<file path="src/shared/strap_cfg_pkg.sv">
// shared constants for the strap latch, decode and general purpose pin block
package strap_cfg_pkg;

  // number of downstream ports that have disable, fixed and charging straps
  localparam int unsigned PORT_COUNT = 6;

  // sensed resistor level index presented by the analog strap sensor
  localparam logic [2:0] LVL_WEAK_PD   = 3'h0;
  localparam logic [2:0] LVL_WEAK_PU   = 3'h1;
  localparam logic [2:0] LVL_MEDIUM_PD = 3'h2;
  localparam logic [2:0] LVL_MEDIUM_PU = 3'h3;
  localparam logic [2:0] LVL_STRONG_PD = 3'h4;
  localparam logic [2:0] LVL_STRONG_PU = 3'h5;

  // management serial role decoded from the operating-mode strap
  typedef enum logic [1:0] {
    MODE_BRIDGE_MASTER = 2'b00,
    MODE_CONFIG_SLAVE  = 2'b01,
    MODE_RESERVED      = 2'b10
  } mode_e;

  // register byte offsets
  localparam logic [7:0] OFS_STRAP_STATUS = 8'h00;
  localparam logic [7:0] OFS_PORT_STATUS  = 8'h04;
  localparam logic [7:0] OFS_GPIO_DIR     = 8'h08;
  localparam logic [7:0] OFS_GPIO_OUT     = 8'h0C;
  localparam logic [7:0] OFS_GPIO_PULL_EN = 8'h10;
  localparam logic [7:0] OFS_GPIO_PULL_UP = 8'h14;
  localparam logic [7:0] OFS_GPIO_IN      = 8'h18;

  // field positions in the strap status word
  localparam int unsigned POS_MODE_LVL  = 0;
  localparam int unsigned POS_FIXED_LVL = 4;
  localparam int unsigned POS_CHG_LVL   = 8;
  localparam int unsigned POS_ROLE      = 12;
  localparam int unsigned POS_VALID     = 16;

  // field positions in the port status word
  localparam int unsigned POS_PORT_DIS  = 0;
  localparam int unsigned POS_NON_REM   = 8;
  localparam int unsigned POS_CHARGE    = 16;
  localparam int unsigned POS_SS_DIS    = 24;

  // values after reset
  localparam logic [2:0]  RST_LEVEL     = 3'h0;
  localparam logic [31:0] RST_GPIO_REG  = 32'h0000_0000;
  localparam logic [31:0] RST_PRDATA    = 32'h0000_0000;

endpackage : strap_cfg_pkg

</file>
<file path="src/hdl/gpio_pin_cell.sv">
// one general purpose pin: direction, drive level, input pulls and input capture
`timescale 1ns/1ns
module gpio_pin_cell (
  input  wire logic pclk,
  input  wire logic presetn,
  input  wire logic dir_out,
  input  wire logic out_val,
  input  wire logic pull_en,
  input  wire logic pull_up,
  input  wire logic pad_in,
  output logic      pad_out,
  output logic      pad_oe_n,
  output logic      pad_pd_en,
  output logic      pad_pu_en,
  output logic      in_q
);

  // output drives low or high, enable is active low
  always_comb
  begin
    pad_out  = out_val;
    pad_oe_n = ~dir_out;
  end

  // pulls only apply to an input; a driven pin never fights its own pull
  always_comb
  begin
    pad_pd_en = ~dir_out & pull_en & ~pull_up;
    pad_pu_en = ~dir_out & pull_en & pull_up;
  end

  // pin level as seen by software, registered once
  always_ff @(posedge pclk or negedge presetn)
  begin
    if (!presetn)
    begin
      in_q <= 1'b0;
    end
    else
    begin
      in_q <= pad_in;
    end
  end

endmodule : gpio_pin_cell

</file>
<file path="src/hdl/strap_latch_decode.sv">
// strap capture at reset release, default setting decode and gpio control registers
//
// Decided for this implementation: the register addresses and the APB interface to the registers.
`timescale 1ns/1ns
module strap_latch_decode #(
  parameter int unsigned GPIO_COUNT = 8,
  parameter int unsigned ADDR_W     = 8
) (
  input  wire logic                                   pclk,
  input  wire logic                                   presetn,
  input  wire logic                                   chip_reset_n,
  input  wire logic                                   hub_enumerated,
  input  wire logic [2:0]                             cfg_mode_level,
  input  wire logic [strap_cfg_pkg::PORT_COUNT-1:0]   port_dplus_disable_straps,
  input  wire logic [strap_cfg_pkg::PORT_COUNT-1:0]   port_dminus_disable_straps,
  input  wire logic [2:0]                             fixed_port_count_strap,
  input  wire logic [2:0]                             charging_ports_strap,
  input  wire logic                                   psel,
  input  wire logic                                   penable,
  input  wire logic                                   pwrite,
  input  wire logic [ADDR_W-1:0]                      paddr,
  input  wire logic [31:0]                            pwdata,
  output logic      [31:0]                            prdata,
  output logic                                        pready,
  output logic                                        pslverr,
  input  wire logic                                   fc_wr_valid,
  output logic                                        fc_wr_ready,
  input  wire logic [ADDR_W-1:0]                      fc_wr_addr,
  input  wire logic [31:0]                            fc_wr_data,
  output logic                                        straps_valid,
  output logic                                        bridge_master_setting,
  output logic                                        config_slave_setting,
  output logic                                        mode_reserved,
  output logic      [strap_cfg_pkg::PORT_COUNT-1:0]   port_disable,
  output logic      [strap_cfg_pkg::PORT_COUNT-1:0]   ss_port_disable,
  output logic      [strap_cfg_pkg::PORT_COUNT-1:0]   non_removable,
  output logic      [strap_cfg_pkg::PORT_COUNT-1:0]   charging_enable,
  input  wire logic [GPIO_COUNT-1:0]                  general_purpose_pin_in,
  output logic      [GPIO_COUNT-1:0]                  general_purpose_pin_out,
  output logic      [GPIO_COUNT-1:0]                  general_purpose_pin_oe_n,
  output logic      [GPIO_COUNT-1:0]                  general_purpose_pin_pd_en,
  output logic      [GPIO_COUNT-1:0]                  general_purpose_pin_pu_en
);

  localparam int unsigned NP = strap_cfg_pkg::PORT_COUNT;
  localparam int unsigned GPAD = 32 - GPIO_COUNT; // GPIO_COUNT must stay below 32

  // level index to management serial role; levels 6 and 7 cannot be sensed
  function automatic strap_cfg_pkg::mode_e role_of(input logic [2:0] lvl);
    role_of = strap_cfg_pkg::MODE_RESERVED;
    if (lvl == strap_cfg_pkg::LVL_WEAK_PD)
      role_of = strap_cfg_pkg::MODE_BRIDGE_MASTER;
    else if (lvl == strap_cfg_pkg::LVL_WEAK_PU)
      role_of = strap_cfg_pkg::MODE_CONFIG_SLAVE;
  endfunction : role_of

  // fixed-port level to port set, bit 0 is port 1 which is never fixed
  function automatic logic [NP-1:0] fixed_set(input logic [2:0] lvl);
    case (lvl)
      strap_cfg_pkg::LVL_WEAK_PD:   fixed_set = 6'h00;
      strap_cfg_pkg::LVL_WEAK_PU:   fixed_set = 6'h02;
      strap_cfg_pkg::LVL_MEDIUM_PD: fixed_set = 6'h06;
      strap_cfg_pkg::LVL_MEDIUM_PU: fixed_set = 6'h0E;
      strap_cfg_pkg::LVL_STRONG_PD: fixed_set = 6'h1E;
      strap_cfg_pkg::LVL_STRONG_PU: fixed_set = 6'h3E;
      default:                      fixed_set = 6'h00;
    endcase
  endfunction : fixed_set

  // charging level to port set; the top level jumps from 1-4 straight to 1-6
  function automatic logic [NP-1:0] charge_set(input logic [2:0] lvl);
    case (lvl)
      strap_cfg_pkg::LVL_WEAK_PD:   charge_set = 6'h00;
      strap_cfg_pkg::LVL_WEAK_PU:   charge_set = 6'h01;
      strap_cfg_pkg::LVL_MEDIUM_PD: charge_set = 6'h03;
      strap_cfg_pkg::LVL_MEDIUM_PU: charge_set = 6'h07;
      strap_cfg_pkg::LVL_STRONG_PD: charge_set = 6'h0F;
      strap_cfg_pkg::LVL_STRONG_PU: charge_set = 6'h3F;
      default:                      charge_set = 6'h00;
    endcase
  endfunction : charge_set

  logic                  rst_prev_q;
  logic                  capture;
  logic [2:0]            mode_lvl_q;
  logic [2:0]            fixed_lvl_q;
  logic [2:0]            chg_lvl_q;
  logic [NP-1:0]         dplus_q;
  logic [NP-1:0]         dminus_q;
  strap_cfg_pkg::mode_e  role_q;
  logic                  valid_q;
  logic                  master_q;
  logic                  slave_q;
  logic                  reserved_q;
  logic [NP-1:0]         port_dis_q;
  logic [NP-1:0]         non_rem_q;
  logic [NP-1:0]         charge_q;
  logic [GPIO_COUNT-1:0] dir_q;
  logic [GPIO_COUNT-1:0] out_q;
  logic [GPIO_COUNT-1:0] pull_en_q;
  logic [GPIO_COUNT-1:0] pull_up_q;
  logic [GPIO_COUNT-1:0] pin_in;
  logic [31:0]           prdata_q;
  logic [31:0]           rd_word;
  logic                  rd_hit;
  logic                  apb_setup;
  logic                  apb_access;
  logic                  apb_wr;
  logic                  wr_en;
  logic [ADDR_W-1:0]     wr_addr;
  logic [GPIO_COUNT-1:0] wr_bits;

  // previous chip reset level; starts low so power-on release also captures
  always_ff @(posedge pclk or negedge presetn)
  begin
    if (!presetn)
      rst_prev_q <= 1'b0;
    else
      rst_prev_q <= chip_reset_n;
  end

  assign capture = chip_reset_n & ~rst_prev_q;

  // raw strap capture, taken once per reset release and held afterwards
  always_ff @(posedge pclk or negedge presetn)
  begin
    if (!presetn)
    begin
      mode_lvl_q  <= strap_cfg_pkg::RST_LEVEL;
      fixed_lvl_q <= strap_cfg_pkg::RST_LEVEL;
      chg_lvl_q   <= strap_cfg_pkg::RST_LEVEL;
      dplus_q     <= '0;
      dminus_q    <= '0;
    end
    else if (capture)
    begin
      mode_lvl_q  <= cfg_mode_level;
      fixed_lvl_q <= fixed_port_count_strap;
      chg_lvl_q   <= charging_ports_strap;
      dplus_q     <= port_dplus_disable_straps;
      dminus_q    <= port_dminus_disable_straps;
    end
  end

  // decoded defaults; standby clears them all and sets role_q to reserved, while the raw strap levels survive it
  always_ff @(posedge pclk or negedge presetn)
  begin
    if (!presetn)
    begin
      valid_q    <= 1'b0;
      role_q     <= strap_cfg_pkg::MODE_RESERVED;
      master_q   <= 1'b0;
      slave_q    <= 1'b0;
      reserved_q <= 1'b0;
      port_dis_q <= '0;
      non_rem_q  <= '0;
      charge_q   <= '0;
    end
    else if (!chip_reset_n)
    begin
      valid_q    <= 1'b0;
      role_q     <= strap_cfg_pkg::MODE_RESERVED;
      master_q   <= 1'b0;
      slave_q    <= 1'b0;
      reserved_q <= 1'b0;
      port_dis_q <= '0;
      non_rem_q  <= '0;
      charge_q   <= '0;
    end
    else if (capture)
    begin
      valid_q    <= 1'b1;
      role_q     <= role_of(cfg_mode_level);
      master_q   <= role_of(cfg_mode_level) == strap_cfg_pkg::MODE_BRIDGE_MASTER;
      slave_q    <= role_of(cfg_mode_level) == strap_cfg_pkg::MODE_CONFIG_SLAVE;
      reserved_q <= role_of(cfg_mode_level) == strap_cfg_pkg::MODE_RESERVED;
      port_dis_q <= port_dplus_disable_straps & port_dminus_disable_straps;
      non_rem_q  <= fixed_set(fixed_port_count_strap);
      charge_q   <= charge_set(charging_ports_strap);
    end
  end

  assign straps_valid          = valid_q;
  assign bridge_master_setting = master_q;
  assign config_slave_setting  = slave_q;
  assign mode_reserved         = reserved_q;
  assign port_disable          = port_dis_q;
  assign ss_port_disable       = port_dis_q;
  assign non_removable         = non_rem_q;
  assign charging_enable       = charge_q;

  // apb phases; zero wait states, so pready never stalls the master
  assign apb_setup  = psel & ~penable;
  assign apb_access = psel & penable;
  assign pready     = 1'b1;

  // read mux and address decode
  always_comb
  begin
    rd_word = 32'h0000_0000;
    rd_hit  = 1'b1;
    if (paddr == ADDR_W'(strap_cfg_pkg::OFS_STRAP_STATUS))
    begin
      rd_word[strap_cfg_pkg::POS_MODE_LVL +: 3]  = mode_lvl_q;
      rd_word[strap_cfg_pkg::POS_FIXED_LVL +: 3] = fixed_lvl_q;
      rd_word[strap_cfg_pkg::POS_CHG_LVL +: 3]   = chg_lvl_q;
      rd_word[strap_cfg_pkg::POS_ROLE +: 2]      = role_q;
      rd_word[strap_cfg_pkg::POS_VALID]          = valid_q;
    end
    else if (paddr == ADDR_W'(strap_cfg_pkg::OFS_PORT_STATUS))
    begin
      rd_word[strap_cfg_pkg::POS_PORT_DIS +: NP] = port_dis_q;
      rd_word[strap_cfg_pkg::POS_NON_REM +: NP]  = non_rem_q;
      rd_word[strap_cfg_pkg::POS_CHARGE +: NP]   = charge_q;
      rd_word[strap_cfg_pkg::POS_SS_DIS +: NP]   = port_dis_q;
    end
    else if (paddr == ADDR_W'(strap_cfg_pkg::OFS_GPIO_DIR))
      rd_word = {{GPAD{1'b0}}, dir_q};
    else if (paddr == ADDR_W'(strap_cfg_pkg::OFS_GPIO_OUT))
      rd_word = {{GPAD{1'b0}}, out_q};
    else if (paddr == ADDR_W'(strap_cfg_pkg::OFS_GPIO_PULL_EN))
      rd_word = {{GPAD{1'b0}}, pull_en_q};
    else if (paddr == ADDR_W'(strap_cfg_pkg::OFS_GPIO_PULL_UP))
      rd_word = {{GPAD{1'b0}}, pull_up_q};
    else if (paddr == ADDR_W'(strap_cfg_pkg::OFS_GPIO_IN))
      rd_word = {{GPAD{1'b0}}, pin_in};
    else
      rd_hit = 1'b0;
  end

  // read data registered in the setup phase, stable through the access phase
  always_ff @(posedge pclk or negedge presetn)
  begin
    if (!presetn)
      prdata_q <= strap_cfg_pkg::RST_PRDATA;
    else if (apb_setup)
      prdata_q <= rd_word;
  end

  assign prdata  = prdata_q;
  assign pslverr = apb_access & ~rd_hit;

  // two write paths; the serial slave wins a tie, the bridge waits on ready
  assign apb_wr      = apb_access & pwrite & rd_hit;
  assign fc_wr_ready = chip_reset_n & hub_enumerated & ~(apb_access & pwrite);
  assign wr_en       = apb_wr | (fc_wr_valid & fc_wr_ready);
  assign wr_addr     = apb_wr ? paddr : fc_wr_addr;
  assign wr_bits     = apb_wr ? pwdata[GPIO_COUNT-1:0] : fc_wr_data[GPIO_COUNT-1:0];

  // pin control registers; back to defaults while the chip sits in standby
  always_ff @(posedge pclk or negedge presetn)
  begin
    if (!presetn)
    begin
      dir_q     <= strap_cfg_pkg::RST_GPIO_REG[GPIO_COUNT-1:0];
      out_q     <= strap_cfg_pkg::RST_GPIO_REG[GPIO_COUNT-1:0];
      pull_en_q <= strap_cfg_pkg::RST_GPIO_REG[GPIO_COUNT-1:0];
      pull_up_q <= strap_cfg_pkg::RST_GPIO_REG[GPIO_COUNT-1:0];
    end
    else if (!chip_reset_n)
    begin
      dir_q     <= strap_cfg_pkg::RST_GPIO_REG[GPIO_COUNT-1:0];
      out_q     <= strap_cfg_pkg::RST_GPIO_REG[GPIO_COUNT-1:0];
      pull_en_q <= strap_cfg_pkg::RST_GPIO_REG[GPIO_COUNT-1:0];
      pull_up_q <= strap_cfg_pkg::RST_GPIO_REG[GPIO_COUNT-1:0];
    end
    else if (wr_en)
    begin
      if (wr_addr == ADDR_W'(strap_cfg_pkg::OFS_GPIO_DIR))
        dir_q <= wr_bits;
      else if (wr_addr == ADDR_W'(strap_cfg_pkg::OFS_GPIO_OUT))
        out_q <= wr_bits;
      else if (wr_addr == ADDR_W'(strap_cfg_pkg::OFS_GPIO_PULL_EN))
        pull_en_q <= wr_bits;
      else if (wr_addr == ADDR_W'(strap_cfg_pkg::OFS_GPIO_PULL_UP))
        pull_up_q <= wr_bits;
    end
  end

  // one pin cell per general purpose pin
  for (genvar g = 0; g < GPIO_COUNT; g++)
  begin : g_pin
    gpio_pin_cell u_cell (
      .pclk      (pclk),
      .presetn   (presetn),
      .dir_out   (dir_q[g]),
      .out_val   (out_q[g]),
      .pull_en   (pull_en_q[g]),
      .pull_up   (pull_up_q[g]),
      .pad_in    (general_purpose_pin_in[g]),
      .pad_out   (general_purpose_pin_out[g]),
      .pad_oe_n  (general_purpose_pin_oe_n[g]),
      .pad_pd_en (general_purpose_pin_pd_en[g]),
      .pad_pu_en (general_purpose_pin_pu_en[g]),
      .in_q      (pin_in[g])
    );
  end
endmodule : strap_latch_decode

</file>
<file path="config.mk">
export PLATFORM = sky130hd
export DESIGN_NAME = strap_latch_decode
export DESIGN_NICKNAME = d
export VERILOG_FILES = /design/src/shared/strap_cfg_pkg.sv /design/src/hdl/gpio_pin_cell.sv /design/src/hdl/strap_latch_decode.sv
export SDC_FILE = /design/constraint.sdc
export NUM_CORES = 1
export LEC_CHECK = 0
export BUFFER_PORTS_ARGS = -buffer_cell sky130_fd_sc_hd__clkbuf_2
export CAP_MARGIN = 5
export CORE_UTILIZATION = 25
export DETAILED_ROUTE_END_ITERATION = 8
export GPL_TIMING_DRIVEN = 0
export SYNTH_ARGS = -nofsm -noshare
export SYNTH_HDL_FRONTEND = slang
export SYNTH_SLANG_ARGS = --single-unit
export TNS_END_PERCENT = 50
</file>
<file path="constraint.sdc">
create_clock -name pclk -period 1.95 [get_ports pclk]
set_input_delay 0.0975 -clock pclk [delete_from_list [all_inputs] [get_ports pclk]]
set_output_delay 0.0975 -clock pclk [all_outputs]
set_load 0.01 [all_outputs]
</file>
Word-level counts from Yosys, hierarchy flattened. Index checks and enable logic that the tools add are counted.

RAM bits: 0. ROM bits: 0. Input port bits: 117. Flip-flop bits (word level): 106. Word-level logic and storage cells: 189. Output and inout port bits: 95. Memories: 0. Bits in latches: 0.

Shifts and indexed selects: 0. Divide/modulo/power cells: 0. Multipliers: 0. Eq/ne operators: 32. Add/sub/neg operators: 0. Reductions and logical operators: 7. Order comparisons: 0. Bitwise logic cells: 55. Mux-type cells: 70.

Operators with widths (number): $mux 8 (25); $mux 6 (10); $pmux 6 s5 (2); $eq 8x5->1 const B (5); $and 1x1->1 (33); $eq 8x4->1 const B (4); $mux 2 (10); $not 1->1 (20); $mux 1 (19); $mux 15 (1); $eq 3x2->1 const B (4); $eq 3x3->1 const B (4); $ne 2x1->1 const B (6); $eq 3x1->1 const B (3); $mux 3 (3); $eq 8x3->1 const B (1); $logic_not 8->1 (1); $and 6x6->6 (1); $ne 2x2->1 const B (3); $reduce_and 5->1 (1); $reduce_and 4->1 (1); $logic_not 3->1 (1); $reduce_and 3->1 (1); $eq 2x1->1 const B (1); 4 further kinds (4).

Logic depth before layout (Yosys ltp). Gate-level depths: netlist of run 1.

Depth after elaboration: 17. Depth in mapped cells: 7. Mapped depth without buffers: 5.

Modules after synthesis. A second synthesis of run 1 with hierarchy kept.

Cell total of the unflattened synthesis: 495. Area, all modules: 4870.9 um2.

Modules (own cells, without submodules): strap_latch_decode (area an instance 4450.5 um2, cells each 455, times used 1, seq. area each 2228.4 um2); gpio_pin_cell (area an instance 52.6 um2, cells each 5, times used 8, seq. area each 25.0 um2).

Worst setup path before layout of run 1. No wires, ideal clock.

Path kind: input to register. Start: input port paddr[0]. End: register pull_en_q[7]. Path slack: 0.192 ns. Path buffers: 2. Data arrival time: 1.622 ns. Stages: 6. Data required time: 1.814 ns. Setup time: 0.136 ns. Cells stage by stage: or4_4 > buf_6 > nor4b_4 > buf_6 > mux2i_1 > o2bb2ai_2.

Cells in the longest elaborated chain, start to end: 15. Elaborated cells between the ends (all ways): 31. Classes of those cells: eq/ne (13); mux (14); bitwise (2); reduce/logical (2).

RTL lines: start, declared (line strap_latch_decode.sv:21) `input wire logic [ADDR_W-1:0] paddr,`; $eq 8x5->1 (line strap_latch_decode.sv:225) `else if (paddr == ADDR_W'(strap_cfg_pkg::OFS_GPIO_IN))`; $mux 1 (line strap_latch_decode.sv:225); $mux 1 (line strap_latch_decode.sv:223) `else if (paddr == ADDR_W'(strap_cfg_pkg::OFS_GPIO_PULL_UP))`; $mux 1 (line strap_latch_decode.sv:221) `else if (paddr == ADDR_W'(strap_cfg_pkg::OFS_GPIO_PULL_EN))`; $mux 1 (line strap_latch_decode.sv:219) `else if (paddr == ADDR_W'(strap_cfg_pkg::OFS_GPIO_OUT))`; $mux 1 (line strap_latch_decode.sv:217) `else if (paddr == ADDR_W'(strap_cfg_pkg::OFS_GPIO_DIR))`; $mux 1 (line strap_latch_decode.sv:210) `else if (paddr == ADDR_W'(strap_cfg_pkg::OFS_PORT_STATUS))`; $mux 1 (line strap_latch_decode.sv:202) `if (paddr == ADDR_W'(strap_cfg_pkg::OFS_STRAP_STATUS))`; $and 1x1->1 (line strap_latch_decode.sv:244) `assign apb_wr = apb_access & pwrite & rd_hit;`; $mux 8 (line strap_latch_decode.sv:248) `assign wr_bits = apb_wr ? pwdata[GPIO_COUNT-1:0] : fc_wr_data[GPIO_COUNT-1:0];`; $mux 8 (line strap_latch_decode.sv:273) `else if (wr_addr == ADDR_W'(strap_cfg_pkg::OFS_GPIO_PULL_EN))`; $mux 8 (line strap_latch_decode.sv:271) `else if (wr_addr == ADDR_W'(strap_cfg_pkg::OFS_GPIO_OUT))`; $mux 8 (line strap_latch_decode.sv:269) `if (wr_addr == ADDR_W'(strap_cfg_pkg::OFS_GPIO_DIR))`; $mux 8 (line strap_latch_decode.sv:267) `else if (wr_en)`; $mux 8 (line strap_latch_decode.sv:260) `else if (!chip_reset_n)`; end signal, assigned (line strap_latch_decode.sv:257) `pull_en_q <= strap_cfg_pkg::RST_GPIO_REG[GPIO_COUNT-1:0];`; end signal, assigned (line strap_latch_decode.sv:264) `pull_en_q <= strap_cfg_pkg::RST_GPIO_REG[GPIO_COUNT-1:0];`; end signal, assigned (line strap_latch_decode.sv:274) `pull_en_q <= wr_bits;`; end, declared (line strap_latch_decode.sv:100) `logic [GPIO_COUNT-1:0] pull_en_q;`.

Several ways; a longest one is shown, not always the timed one. The select of a mux whose other input is x is not followed. A chain may end at the register's enable or synchronous reset.

Final worst setup path of run 1. Ends and elaborated chain as after synthesis.

==> summary.md, run 1 <==
| Metric | Value |
|---|---|
| TritonCTS clock tree | yes |
| Worst-case setup margin in the final layout | 86.56 ps |
| RePlAce Congestion | 0.8384 |
| Layout filler cell count | 2112 |
| Largest area contributor in the synthesized netlist | sky130_fd_sc_hd__dfrtp_1 |
| Layer with the highest usage after global routing | met2 |
| Slew of the pin with the lowest slew margin | 1157 ps |
| Setup fix buffers added after clock tree synthesis | 0 |
| Area delta synth->final | 31.75% |
| Non-Filler Cell Area, Final | 6785 sq um |
| Post-Syn Instances | 508 |
| Number of buffers added on ports | 153 |
| Power after layout | 4494 uW |
| Global-route track usage on met3 | 0.03542 |
| Fin. max-slew vios | 0 |
| Worst R2R Path Depth | 5 |
| Antenna cell count | 0 |
| Max_cap viols | 0 |
| Master of the slowest instance on the critical path | sky130_fd_sc_hd__nor4b_4 |
| EDFF count, synth | 0 |
| Vias per inst | 4.811 |
| Tcrit/Tclk final | 0.9556 |
| Sw Share | 0.2682 |
| Result of the run | finished, final reports clean |
| Fraction of synthesized cell area taken by the top area cell type | 0.4665 |
| Cell-by-cell listing of the critical path | clkbuf_2 > or4_4 > buf_6 > nor4b_4 > buf_6 > mux2i_1 > o2bb2ai_2 |
| Total number of placement rows | 52 |
| Origin of the worst min-delay path | port_dminus_disable_straps[3] |
| Total GRT Usage | 0.1677 |
| Dominant cells by area after synthesis | sky130_fd_sc_hd__dfrtp_1 (47%), sky130_fd_sc_hd__buf_4 (7.1%), sky130_fd_sc_hd__o2bb2ai_1 (5.8%), sky130_fd_sc_hd__mux2i_1 (3.7%), sky130_fd_sc_hd__nand2_1 (2.8%) |
| Netlist cell types | 54 |
| Setup slack after placement | -544.8 ps |
| Clock period minus final worst setup slack | 1863 ps |
| Worst Setup End Kind | register |
| Clock Path Buffers | 2 |
| Part of the power in combinational logic | 0.138 |
| Number of remaining DRC errors | 0 |
| Vertical die dimension | 145.5 microns |
| Worst VDD drop | 0.3960 mV |
| Global-route wire length before repair | 26970 microns |
| Final hold violation count | 0 |
| Internal portion of total power | 3289 uW |
| Most frequent cells after synthesis | sky130_fd_sc_hd__dfrtp_1 (96), sky130_fd_sc_hd__buf_4 (49), sky130_fd_sc_hd__nand2_1 (39), sky130_fd_sc_hd__nor2_1 (36), sky130_fd_sc_hd__o2bb2ai_1 (34) |
| Sink count of the clock tree | 97 |
| Most common cell on crit path | sky130_fd_sc_hd__buf_6 |
| Largest net degree at the start of global routing | 55 |
| Cell Pwr Density | 662.3 nW/um^2 |
| Startpoint of the lowest-slack register-to-register path | rst_prev_q |
| Remaining max-slew budget at the tightest pin | 0.2251 |
| Core region area | 20230 sq um |
| Clock-pin slew of the registers on the worst-case setup and hold paths | 70 ps |
| Clock tree root buffer cell | sky130_fd_sc_hd__clkbuf_16 |
| P_sw | 1205 uW |
| Data required time at the worst endpoint | 2170 ps |
| Share of synthesized area occupied by flip-flops and latches | 0.4716 |
| Reg power frac | 0.479 |
| Total clock buffers created by CTS | 9 |
| I/O pin total | 212 |
| Hold WC Path Type | in -> reg |
| GR met2 Demand/Resource | 0.2728 |
| Worst R2R End | port_disable[0] |
| Antenna violations before repair | 1 |
| X dimension of the die | 145.5 microns |
| H-tree depth | 3 |
| Most common cell in the synthesized netlist | sky130_fd_sc_hd__dfrtp_1 |
| Startpoint types | input pin |
| Initial Utilization | 0.2545 |
| Worst Hold Depth | 3 |
| Number of global-route vias before repair | 4563 |
| Number of nets in the layout | 814 |
| #FFs+latches synth | 97 |
| R2R setup slack | 160 ps |
| Category of the critical setup timing path | in -> reg |
| Layout cell share with drive strength beyond 1 | 0.3652 |
| Routed wire length | 17360 microns |
| Leakage power | 0.003189 uW |
| Leading register cell type out of synthesis | sky130_fd_sc_hd__dfrtp_1 |
| DRT iter0 DRCs | 310 |
| Routed via count | 4671 |
| Die outline area | 21180 sq um |
| First-pass iteration count of the detailed router | 5 |
| Post-route ant nets | 0 |
| Slowest stage delay, CP | 590 ps |
| Maximum fanout encountered on the critical timing path | 10 |
| Setup TNS Final | 0 ps |
| Worst path arrival time | 2080 ps |
| Half-perimeter wire length of the detailed placement result | 12810 microns |
| Largest delay share family, worst path | simple AND/OR/NAND/NOR gates |
| Worst-case hold path end point | port_disable[3] |
| Fraction of registers with async set or reset after synthesis | 1.000 |
| Met1 usage in global routing | 0.2276 |
| Setup repair after global routing missed its margin | false |
| Hold Worst Slack | 6.168 ps |
| Average wire per standard cell | 17.88 microns |
| Critical path buffer and inverter count | 3 |
| Latest clock arrival within the worst-skew pair | 340 ps |
| Fmax | 536.6 MHz |
| Remaining global-route overflow | 0 |
| Final setup violation count | 0 |
| Total number of yosys warnings | 0 |
| Standard cell area after detailed placement | 6311 sq um |
| Syn Std Cell Area | 5150 sq um |
| Clock group share of total power | 0.382 |
| Fin Clk Skew | 5.713 ps |
| Average instance area after synthesis | 10.14 sq um |
area by class of cell:
| cell class | instances | area (sq um) | share of cell area |
|---|---|---|---|
| Clock inverter | 4 | 27.53 | 0.004057 |
| Timing Repair Buffer | 171 | 965.9 | 0.1424 |
| Tap cell | 270 | 337.8 | 0.04979 |
| Sequential cell | 97 | 2429 | 0.3579 |
| Inverter | 14 | 52.55 | 0.007745 |
| Multi-Input combinational cell | 324 | 2213 | 0.3262 |
| Clock buffer | 12 | 256.5 | 0.03780 |
| Buffer | 79 | 503.0 | 0.07413 |
flip-flops by register name, indices dropped and copies added, names as in the netlist:
signal,cells
dir_q,8
pull_up_q,8
fixed_lvl_q,3
pull_en_q,8
charging_enable,5
config_slave_setting,1
rst_prev_q,1
out_q,8
non_removable,5
bridge_master_setting,1
chg_lvl_q,3
straps_valid,1
mode_lvl_q,3
prdata,25
g_pin.u_cell.in_q,8
port_disable,6
mode_reserved,1
role_q,2
worst max-delay path by stage:
stage                   from           end  slack [ps]  cells past startpoint
floorplan           paddr[0]  pull_en_q[7]         190                      6
global placement     presetn      dir_q[7]        -540                      1
detailed placement   penable  pull_en_q[2]        -540                      7
CTS                 paddr[0]       pslverr          60                      7
global route        paddr[0]  pull_en_q[7]          40                      7
finish              paddr[0]  pull_en_q[7]          90                      7
metrics by stage:
| stage | utilization | instances |
|---|---|---|
| floorplan | - | 514 |
| finish | 0.3353 | 971 |
| detailed placement | 0.3119 | 938 |
| global route | 0.3353 | 971 |
| global placement | 0.3102 | 937 |
| CTS | 0.3347 | 971 |
power by group through the flow:
stage                     combinational [uW]  sequential (uW)  clock, uW
final                                    621             2150       1720
after global routing                     681             2170       1830
after CTS                                624             2160       1760
after detailed placement                 597             2190          0
after global placement                   583             2190          0
after floorplan                          281             2200          0
worst min-delay path, cell delays in order:
cell                       delay, ps
sky130_fd_sc_hd__clkbuf_2         80
sky130_fd_sc_hd__nand3_1          70
sky130_fd_sc_hd__a21oi_1          70
repair_timing:
item | in CTS | in global routing
endpoints found under the hold margin | 55 | 0
gates resized for setup | 1 | 3
cloned | 0 | 0
setup endpoints to repair | 8 | 10
hold buffers | 17 | 0
routing by layer:
metal,vias up,routed length [microns]
met4,2,185
met3,15,1287
met2,236,8075
li1,2170,-
met5,-,13
met1,2248,7800
placed cells by master (no fill, tap or decap), types with 5 or more instances in the layout:
cell type and count:
sky130_fd_sc_hd__inv_1 12, sky130_fd_sc_hd__nor2_1 36, sky130_fd_sc_hd__buf_1 5, sky130_fd_sc_hd__nor3b_1 10, sky130_fd_sc_hd__dlygate4sd3_1 17, sky130_fd_sc_hd__mux2i_1 19, sky130_fd_sc_hd__nand3_1 21, sky130_fd_sc_hd__a31oi_1 9
sky130_fd_sc_hd__nor4_1 6, sky130_fd_sc_hd__o2bb2ai_1 33, sky130_fd_sc_hd__nand2b_1 8, sky130_fd_sc_hd__a221oi_1 5, sky130_fd_sc_hd__a32oi_1 6, sky130_fd_sc_hd__dfrtp_1 96, sky130_fd_sc_hd__clkbuf_1 18, sky130_fd_sc_hd__nand2_1 39
sky130_fd_sc_hd__a21oi_1 22, sky130_fd_sc_hd__conb_1 8, sky130_fd_sc_hd__mux2_2 12, sky130_fd_sc_hd__and3_1 10, sky130_fd_sc_hd__nand3b_1 9, sky130_fd_sc_hd__clkbuf_16 9, sky130_fd_sc_hd__o211ai_1 8, sky130_fd_sc_hd__o21ai_0 14
sky130_fd_sc_hd__clkbuf_2 154, sky130_fd_sc_hd__nor3_1 6, sky130_fd_sc_hd__buf_4 49
cell families after synthesis:
| group | after synthesis | share of synthesized area |
|---|---|---|
| other | 2 | 0.001458 |
| DFF | 97 | 0.4716 |
| AOI/OAI and AO/OA | 121 | 0.1759 |
| adders and majority gates | 1 | 0.002429 |
| muxes | 32 | 0.06754 |
| and+or+nand+nor | 162 | 0.1735 |
| buffers and inverters | 93 | 0.1076 |
Power figures use the tool's default switching activity.
==> run 2: changes to the inputs <==
Settings changed: PLACE_DENSITY set to 0.55.
==> run 2 against run 1 <==
Compared with the run above:
- sequential power hardly changed
- total power rose by 0.60%
- sequential share of layout area grew 0.073 points
- core utilization decreased by 0.068 points
- largest power group unchanged
==> summary.md, run 2 (synthesis results as in run 1) <==
| Metric | Value |
|---|---|
| Largest net degree at the start of global routing | 64 |
| Latest clock arrival within the worst-skew pair | 360 ps |
| TritonCTS clock tree | yes |
| Data required time at the worst endpoint | 2180 ps |
| Clock-pin slew of the registers on the worst-case setup and hold paths | 70 ps |
| Number of global-route vias before repair | 4450 |
| Half-perimeter wire length of the detailed placement result | 13020 microns |
| Slew of the pin with the lowest slew margin | 1011 ps |
| Clock period minus final worst setup slack | 1853 ps |
| Result of the run | finished, final reports clean |
| Remaining max-slew budget at the tightest pin | 0.3225 |
| Number of remaining DRC errors | 0 |
| Largest register FFs | 25 |
| Total clock buffers created by CTS | 9 |
| Critical path buffer and inverter count | 3 |
| Master of the slowest instance on the critical path | sky130_fd_sc_hd__nor4b_4 |
| Core region area | 20230 sq um |
| Setup slack after placement | -419.6 ps |
| Most common cell on crit path | sky130_fd_sc_hd__buf_6 |
| Worst-case setup margin in the final layout | 97.04 ps |
| Antenna cell count | 0 |
| Clock Path Buffers | 2 |
| Largest delay share family, worst path | simple AND/OR/NAND/NOR gates |
| Sink count of the clock tree | 97 |
| Worst VDD drop | 0.3922 mV |
| Maximum fanout encountered on the critical timing path | 10 |
| DRT iter0 DRCs | 213 |
| Tcrit/Tclk final | 0.9502 |
| Setup fix buffers added after clock tree synthesis | 0 |
| Slowest stage delay, CP | 570 ps |
| Initial Utilization | 0.2545 |
| Routed wire length | 17150 microns |
| Startpoint types | input pin |
| Leakage power | 0.003181 uW |
| Area delta synth->final | 31.49% |
| Layout cell share with drive strength beyond 1 | 0.3652 |
| Remaining global-route overflow | 0 |
| Clock tree root buffer cell | sky130_fd_sc_hd__clkbuf_16 |
| Average wire per standard cell | 17.66 microns |
| First-pass iteration count of the detailed router | 5 |
| Hold WC Path Type | in -> reg |
| Category of the critical setup timing path | in -> reg |
| Number of nets in the layout | 814 |
| Global-route wire length before repair | 26700 microns |
| Cell-by-cell listing of the critical path | clkbuf_2 > or4_4 > buf_6 > nor4b_4 > buf_6 > mux2i_1 > o2bb2ai_2 |
| Fin Clk Skew | 8.245 ps |
| Final hold violation count | 0 |
| Routed via count | 4581 |
| Final setup violation count | 0 |
| Vias per inst | 4.718 |
| Cell Pwr Density | 667.7 nW/um^2 |
| Max_cap viols | 0 |
| H-tree depth | 3 |
| Power after layout | 4521 uW |
| Post-route ant nets | 0 |
| Worst path arrival time | 2090 ps |
| Die outline area | 21180 sq um |
| Worst Setup End Kind | register |
| X dimension of the die | 145.5 microns |
| Number of buffers added on ports | 153 |
| Fin. max-slew vios | 0 |
| Total GRT Usage | 0.1666 |
| I/O pin total | 212 |
| Commonest non-fill, non-tap cells in the layout | sky130_fd_sc_hd__clkbuf_2 (153), sky130_fd_sc_hd__dfrtp_1 (96), sky130_fd_sc_hd__buf_4 (49) |
| Most common cell after layout, fill and taps aside | sky130_fd_sc_hd__clkbuf_2 |
| Total number of placement rows | 52 |
| Fmax | 539.7 MHz |
| RePlAce Congestion | 0.8198 |
| Vertical die dimension | 145.5 microns |
| Antenna violations before repair | 1 |
## run 2: worst min-delay path: stages
cell and delay [ps]:
sky130_fd_sc_hd__clkbuf_2 80, sky130_fd_sc_hd__nand3_1 80, sky130_fd_sc_hd__a21oi_1 60
## run 2: timing repair
| item | CTS | global route |
|---|---|---|
| hold buffers | 16 | 0 |
| cloned | 0 | 0 |
| gates resized for setup | 1 | 1 |
| hold endpoints to repair | 47 | 0 |
| endpoints found under the setup margin | 3 | 3 |
## run 2: through the flow
stage,area [sq um],utilization,hold WS [ps],cells,setup TNS (ps)
6_report,6771,0.3347,3.183,971,0
3_3_place_gp,6276,0.3102,211.7,937,-62810
4_1_cts,6768,0.3345,3.545,971,0
2_1_floorplan,5172,-,-198.1,514,0
5_1_grt,6771,0.3347,15.57,971,-5.137
3_5_place_dp,6311,0.3119,136.5,939,-8657
## run 2: path summary, 6_finish.rpt
check | startpoint | to | slack (ps) | cells after the start
min in group asynchronous | presetn | g_pin[3].u_cell.in_q | 280 | 2
worst max register to register | rst_prev_q | port_disable[1] | 130 | 5
worst min register to register | prdata[17] | prdata[17] | 460 | 2
worst min-delay path | port_dplus_disable_straps[2] | port_disable[2] | 3 | 3
max in group asynchronous | presetn | role_q[1] | 930 | 3
worst max-delay path | paddr[0] | pull_en_q[7] | 100 | 7
## run 2: final cells by class
class                           count  area, sq um
Fill cell                        2143        13460
Sequential cell                    97         2429
Multi-Input combinational cell    324         2197
Timing Repair Buffer              171        960.9
Buffer                             79        501.7
Tap cell                          270        337.8
Clock buffer                        9        225.2
Clock inverter                      7        63.81
Inverter                           14        56.30
## run 2: report_power, final
group | internal, uW | switching, uW
clock | 895 | 857
sequential | 2100 | 59.5
combinational | 252 | 362
## run 2: per-layer routing
layer  part of all wire  routed length, microns  global-route usage
met3              0.057                     970             0.03730
met5            0.00064                      11                   0
met4              0.011                     194             0.04211
met2               0.47                    8102              0.2680
met1               0.46                    7868              0.2263
==> run 3: changes to the inputs <==
Settings changed: CORE_MARGIN set to 4, MAX_ROUTING_LAYER set to met4.
==> run 3 against run 2 <==
Compared with the run above:
- cell area shrank 0.42%
- via count shrank 0.83%
- count of clock-buffer cells in the layout is the same
- first-iteration DRC count shrank 0.94%
- non-clock buffer count shrank 4
- highest routed layer is now met4
==> summary.md, run 3 (synthesis results as in run 1) <==
| Metric | Value |
|---|---|
| Fmax | 548.5 MHz |
| Hold Worst Slack | 15.14 ps |
| First-pass iteration count of the detailed router | 5 |
| DRT iter0 DRCs | 211 |
| Average wire per standard cell | 18.27 microns |
| Global-route wire length before repair | 26700 microns |
| Sink count of the clock tree | 97 |
| H-tree depth | 3 |
| Remaining max-slew budget at the tightest pin | 0.3076 |
| Setup fix buffers added after clock tree synthesis | 0 |
| Setup repair after global routing missed its margin | false |
| Multi-input gate area | 2202 sq um |
| Fin Clk Skew | 7.720 ps |
| Result of the run | finished, final reports clean |
| Clock Path Buffers | 2 |
| Half-perimeter wire length of the detailed placement result | 13570 microns |
| Number of nets in the layout | 810 |
| Vias per inst | 4.693 |
| Number of global-route vias before repair | 4472 |
| Antenna violations before repair | 1 |
| Critical Path End | pull_en_q[7] |
| Largest net degree at the start of global routing | 61 |
| Total number of placement rows | 52 |
| Post-layout instance count excluding filler cells | 968 |
| Core region area | 20230 sq um |
| Total GRT Usage | 0.1577 |
| Category of the critical setup timing path | in -> reg |
| Number of remaining DRC errors | 0 |
| Vertical die dimension | 151.5 microns |
| Routed wire length | 17690 microns |
| Layout cell share with drive strength beyond 1 | 0.3673 |
| Leakage power | 0.003167 uW |
| Area delta synth->final | 30.93% |
| Total clock buffers created by CTS | 9 |
| Startpoint of the lowest-slack register-to-register path | rst_prev_q |
| Maximum fanout encountered on the critical timing path | 10 |
| Footprint of the flip-flops and latches | 2429 sq um |
| Setup TNS Final | 0 ps |
| Most common cell on crit path | sky130_fd_sc_hd__buf_6 |
| Fin. max-slew vios | 0 |
| Worst Setup End Kind | register |
| Worst VDD drop | 0.5338 mV |
| Remaining global-route overflow | 0 |
| Clock period minus final worst setup slack | 1823 ps |
| Cell count after placement | 938 |
| Initial Utilization | 0.2545 |
| Critical Path Source | paddr[0] |
| Non-Filler Cell Area, Final | 6743 sq um |
| Startpoint types | input pin |
| I/O pin total | 212 |
| Die outline area | 22960 sq um |
| Clock-pin slew of the registers on the worst-case setup and hold paths | 70 ps |
| Number of buffers added on ports | 153 |
| Master of the slowest instance on the critical path | sky130_fd_sc_hd__nor4b_4 |
| Final hold violation count | 0 |
| Largest register FFs | 25 |
| TritonCTS clock tree | yes |
| Post-route ant nets | 0 |
| Latest clock arrival within the worst-skew pair | 340 ps |
| Commonest non-fill, non-tap cells in the layout | sky130_fd_sc_hd__clkbuf_2 (153), sky130_fd_sc_hd__dfrtp_1 (96), sky130_fd_sc_hd__buf_4 (49) |
| Most common cell after layout, fill and taps aside | sky130_fd_sc_hd__clkbuf_2 |
| Data required time at the worst endpoint | 2160 ps |
| X dimension of the die | 151.5 microns |
| Hold WC Path Type | in -> reg |
| Standard cell area after detailed placement | 6299 sq um |
| Slowest stage delay, CP | 540 ps |
| Slew of the pin with the lowest slew margin | 1034 ps |
| RePlAce Congestion | 0.8112 |
| Power after layout | 4556 uW |
| Max_cap viols | 0 |
| Cell-by-cell listing of the critical path | clkbuf_2 > or4_4 > buf_6 > nor4b_4 > buf_6 > mux2i_1 > o2bb2ai_2 |
| Worst path arrival time | 2030 ps |
| Cell Pwr Density | 675.7 nW/um^2 |
| Layout filler cell count | 2133 |
| Worst R2R End | port_disable[1] |
| Worst R2R Path Depth | 5 |
| Clock tree root buffer cell | sky130_fd_sc_hd__clkbuf_16 |
| R2R setup slack | 180 ps |
| Tcrit/Tclk final | 0.9350 |
| Routed via count | 4543 |
| Final setup violation count | 0 |
| Origin of the worst min-delay path | port_dplus_disable_straps[3] |
-- run 3: power breakdown --
part / leakage [uW] / switching [uW] / internal [uW]
clock: 0.000146 / 796 / 995
sequential: 0.00128 / 58.9 / 2100
combinational: 0.00174 / 363 / 246
total: 0.00317 / 1220 / 3340
-- run 3: worst max-delay path, delay by kind of cell --
family                 cells  cell delay (ps)
AO/OA/AOI/OAI              1               90
buffers and inverters      3              500
multiplexers               1              280
AND/OR/NAND/NOR            2             1070
-- run 3: per-stage QoR --
| stage | setup slack (ps) | utilization |
|---|---|---|
| 2_1_floorplan | 192.1 | - |
| 3_3_place_gp | -544.0 | 0.3102 |
| 3_5_place_dp | -391.9 | 0.3113 |
| 4_1_cts | 91.40 | 0.3329 |
| 5_1_grt | 10.69 | 0.3332 |
| 6_report | 126.8 | 0.3332 |
-- run 3: layout make-up --
type,instances,share of cell area
diodes,1,0.0003711
well taps,270,0.05010
repair buffers,167,0.1362
flip-flops and latches,97,0.3602
inverters,14,0.008350
clock inverters,7,0.01039
multi-input cells,324,0.3266
clock buffers,9,0.03340
plain buffers,79,0.07441
-- run 3: worst min-delay path by stage --
stage,slack [ps],endpoint,depth (start not counted)
detailed placement,220,g_pin[3].u_cell.in_q,1
global route,6,port_disable[3],3
finish,20,port_disable[3],3
CTS,7,port_disable[0],3
floorplan,-200,bridge_master_setting,0
global placement,210,g_pin[3].u_cell.in_q,1
-- run 3: what timing repair did --
item / CTS / global route
gates cloned: 0 / 0
setup endpoints to repair: 15 / 1
hold endpoints to repair: 70 / 0
hold buffers: 13 / 0
gates resized for setup: 2 / 1
-- run 3: per-layer routing --
| layer | global-route usage | share of wire | vias up |
|---|---|---|---|
| li1 | - | - | 2168 |
| met1 | 0.2175 | 0.46 | 2199 |
| met2 | 0.2501 | 0.47 | 162 |
| met3 | 0.02528 | 0.054 | 14 |
| met4 | 0.02740 | 0.0089 | 0 |
| met5 | - | 0 | - |
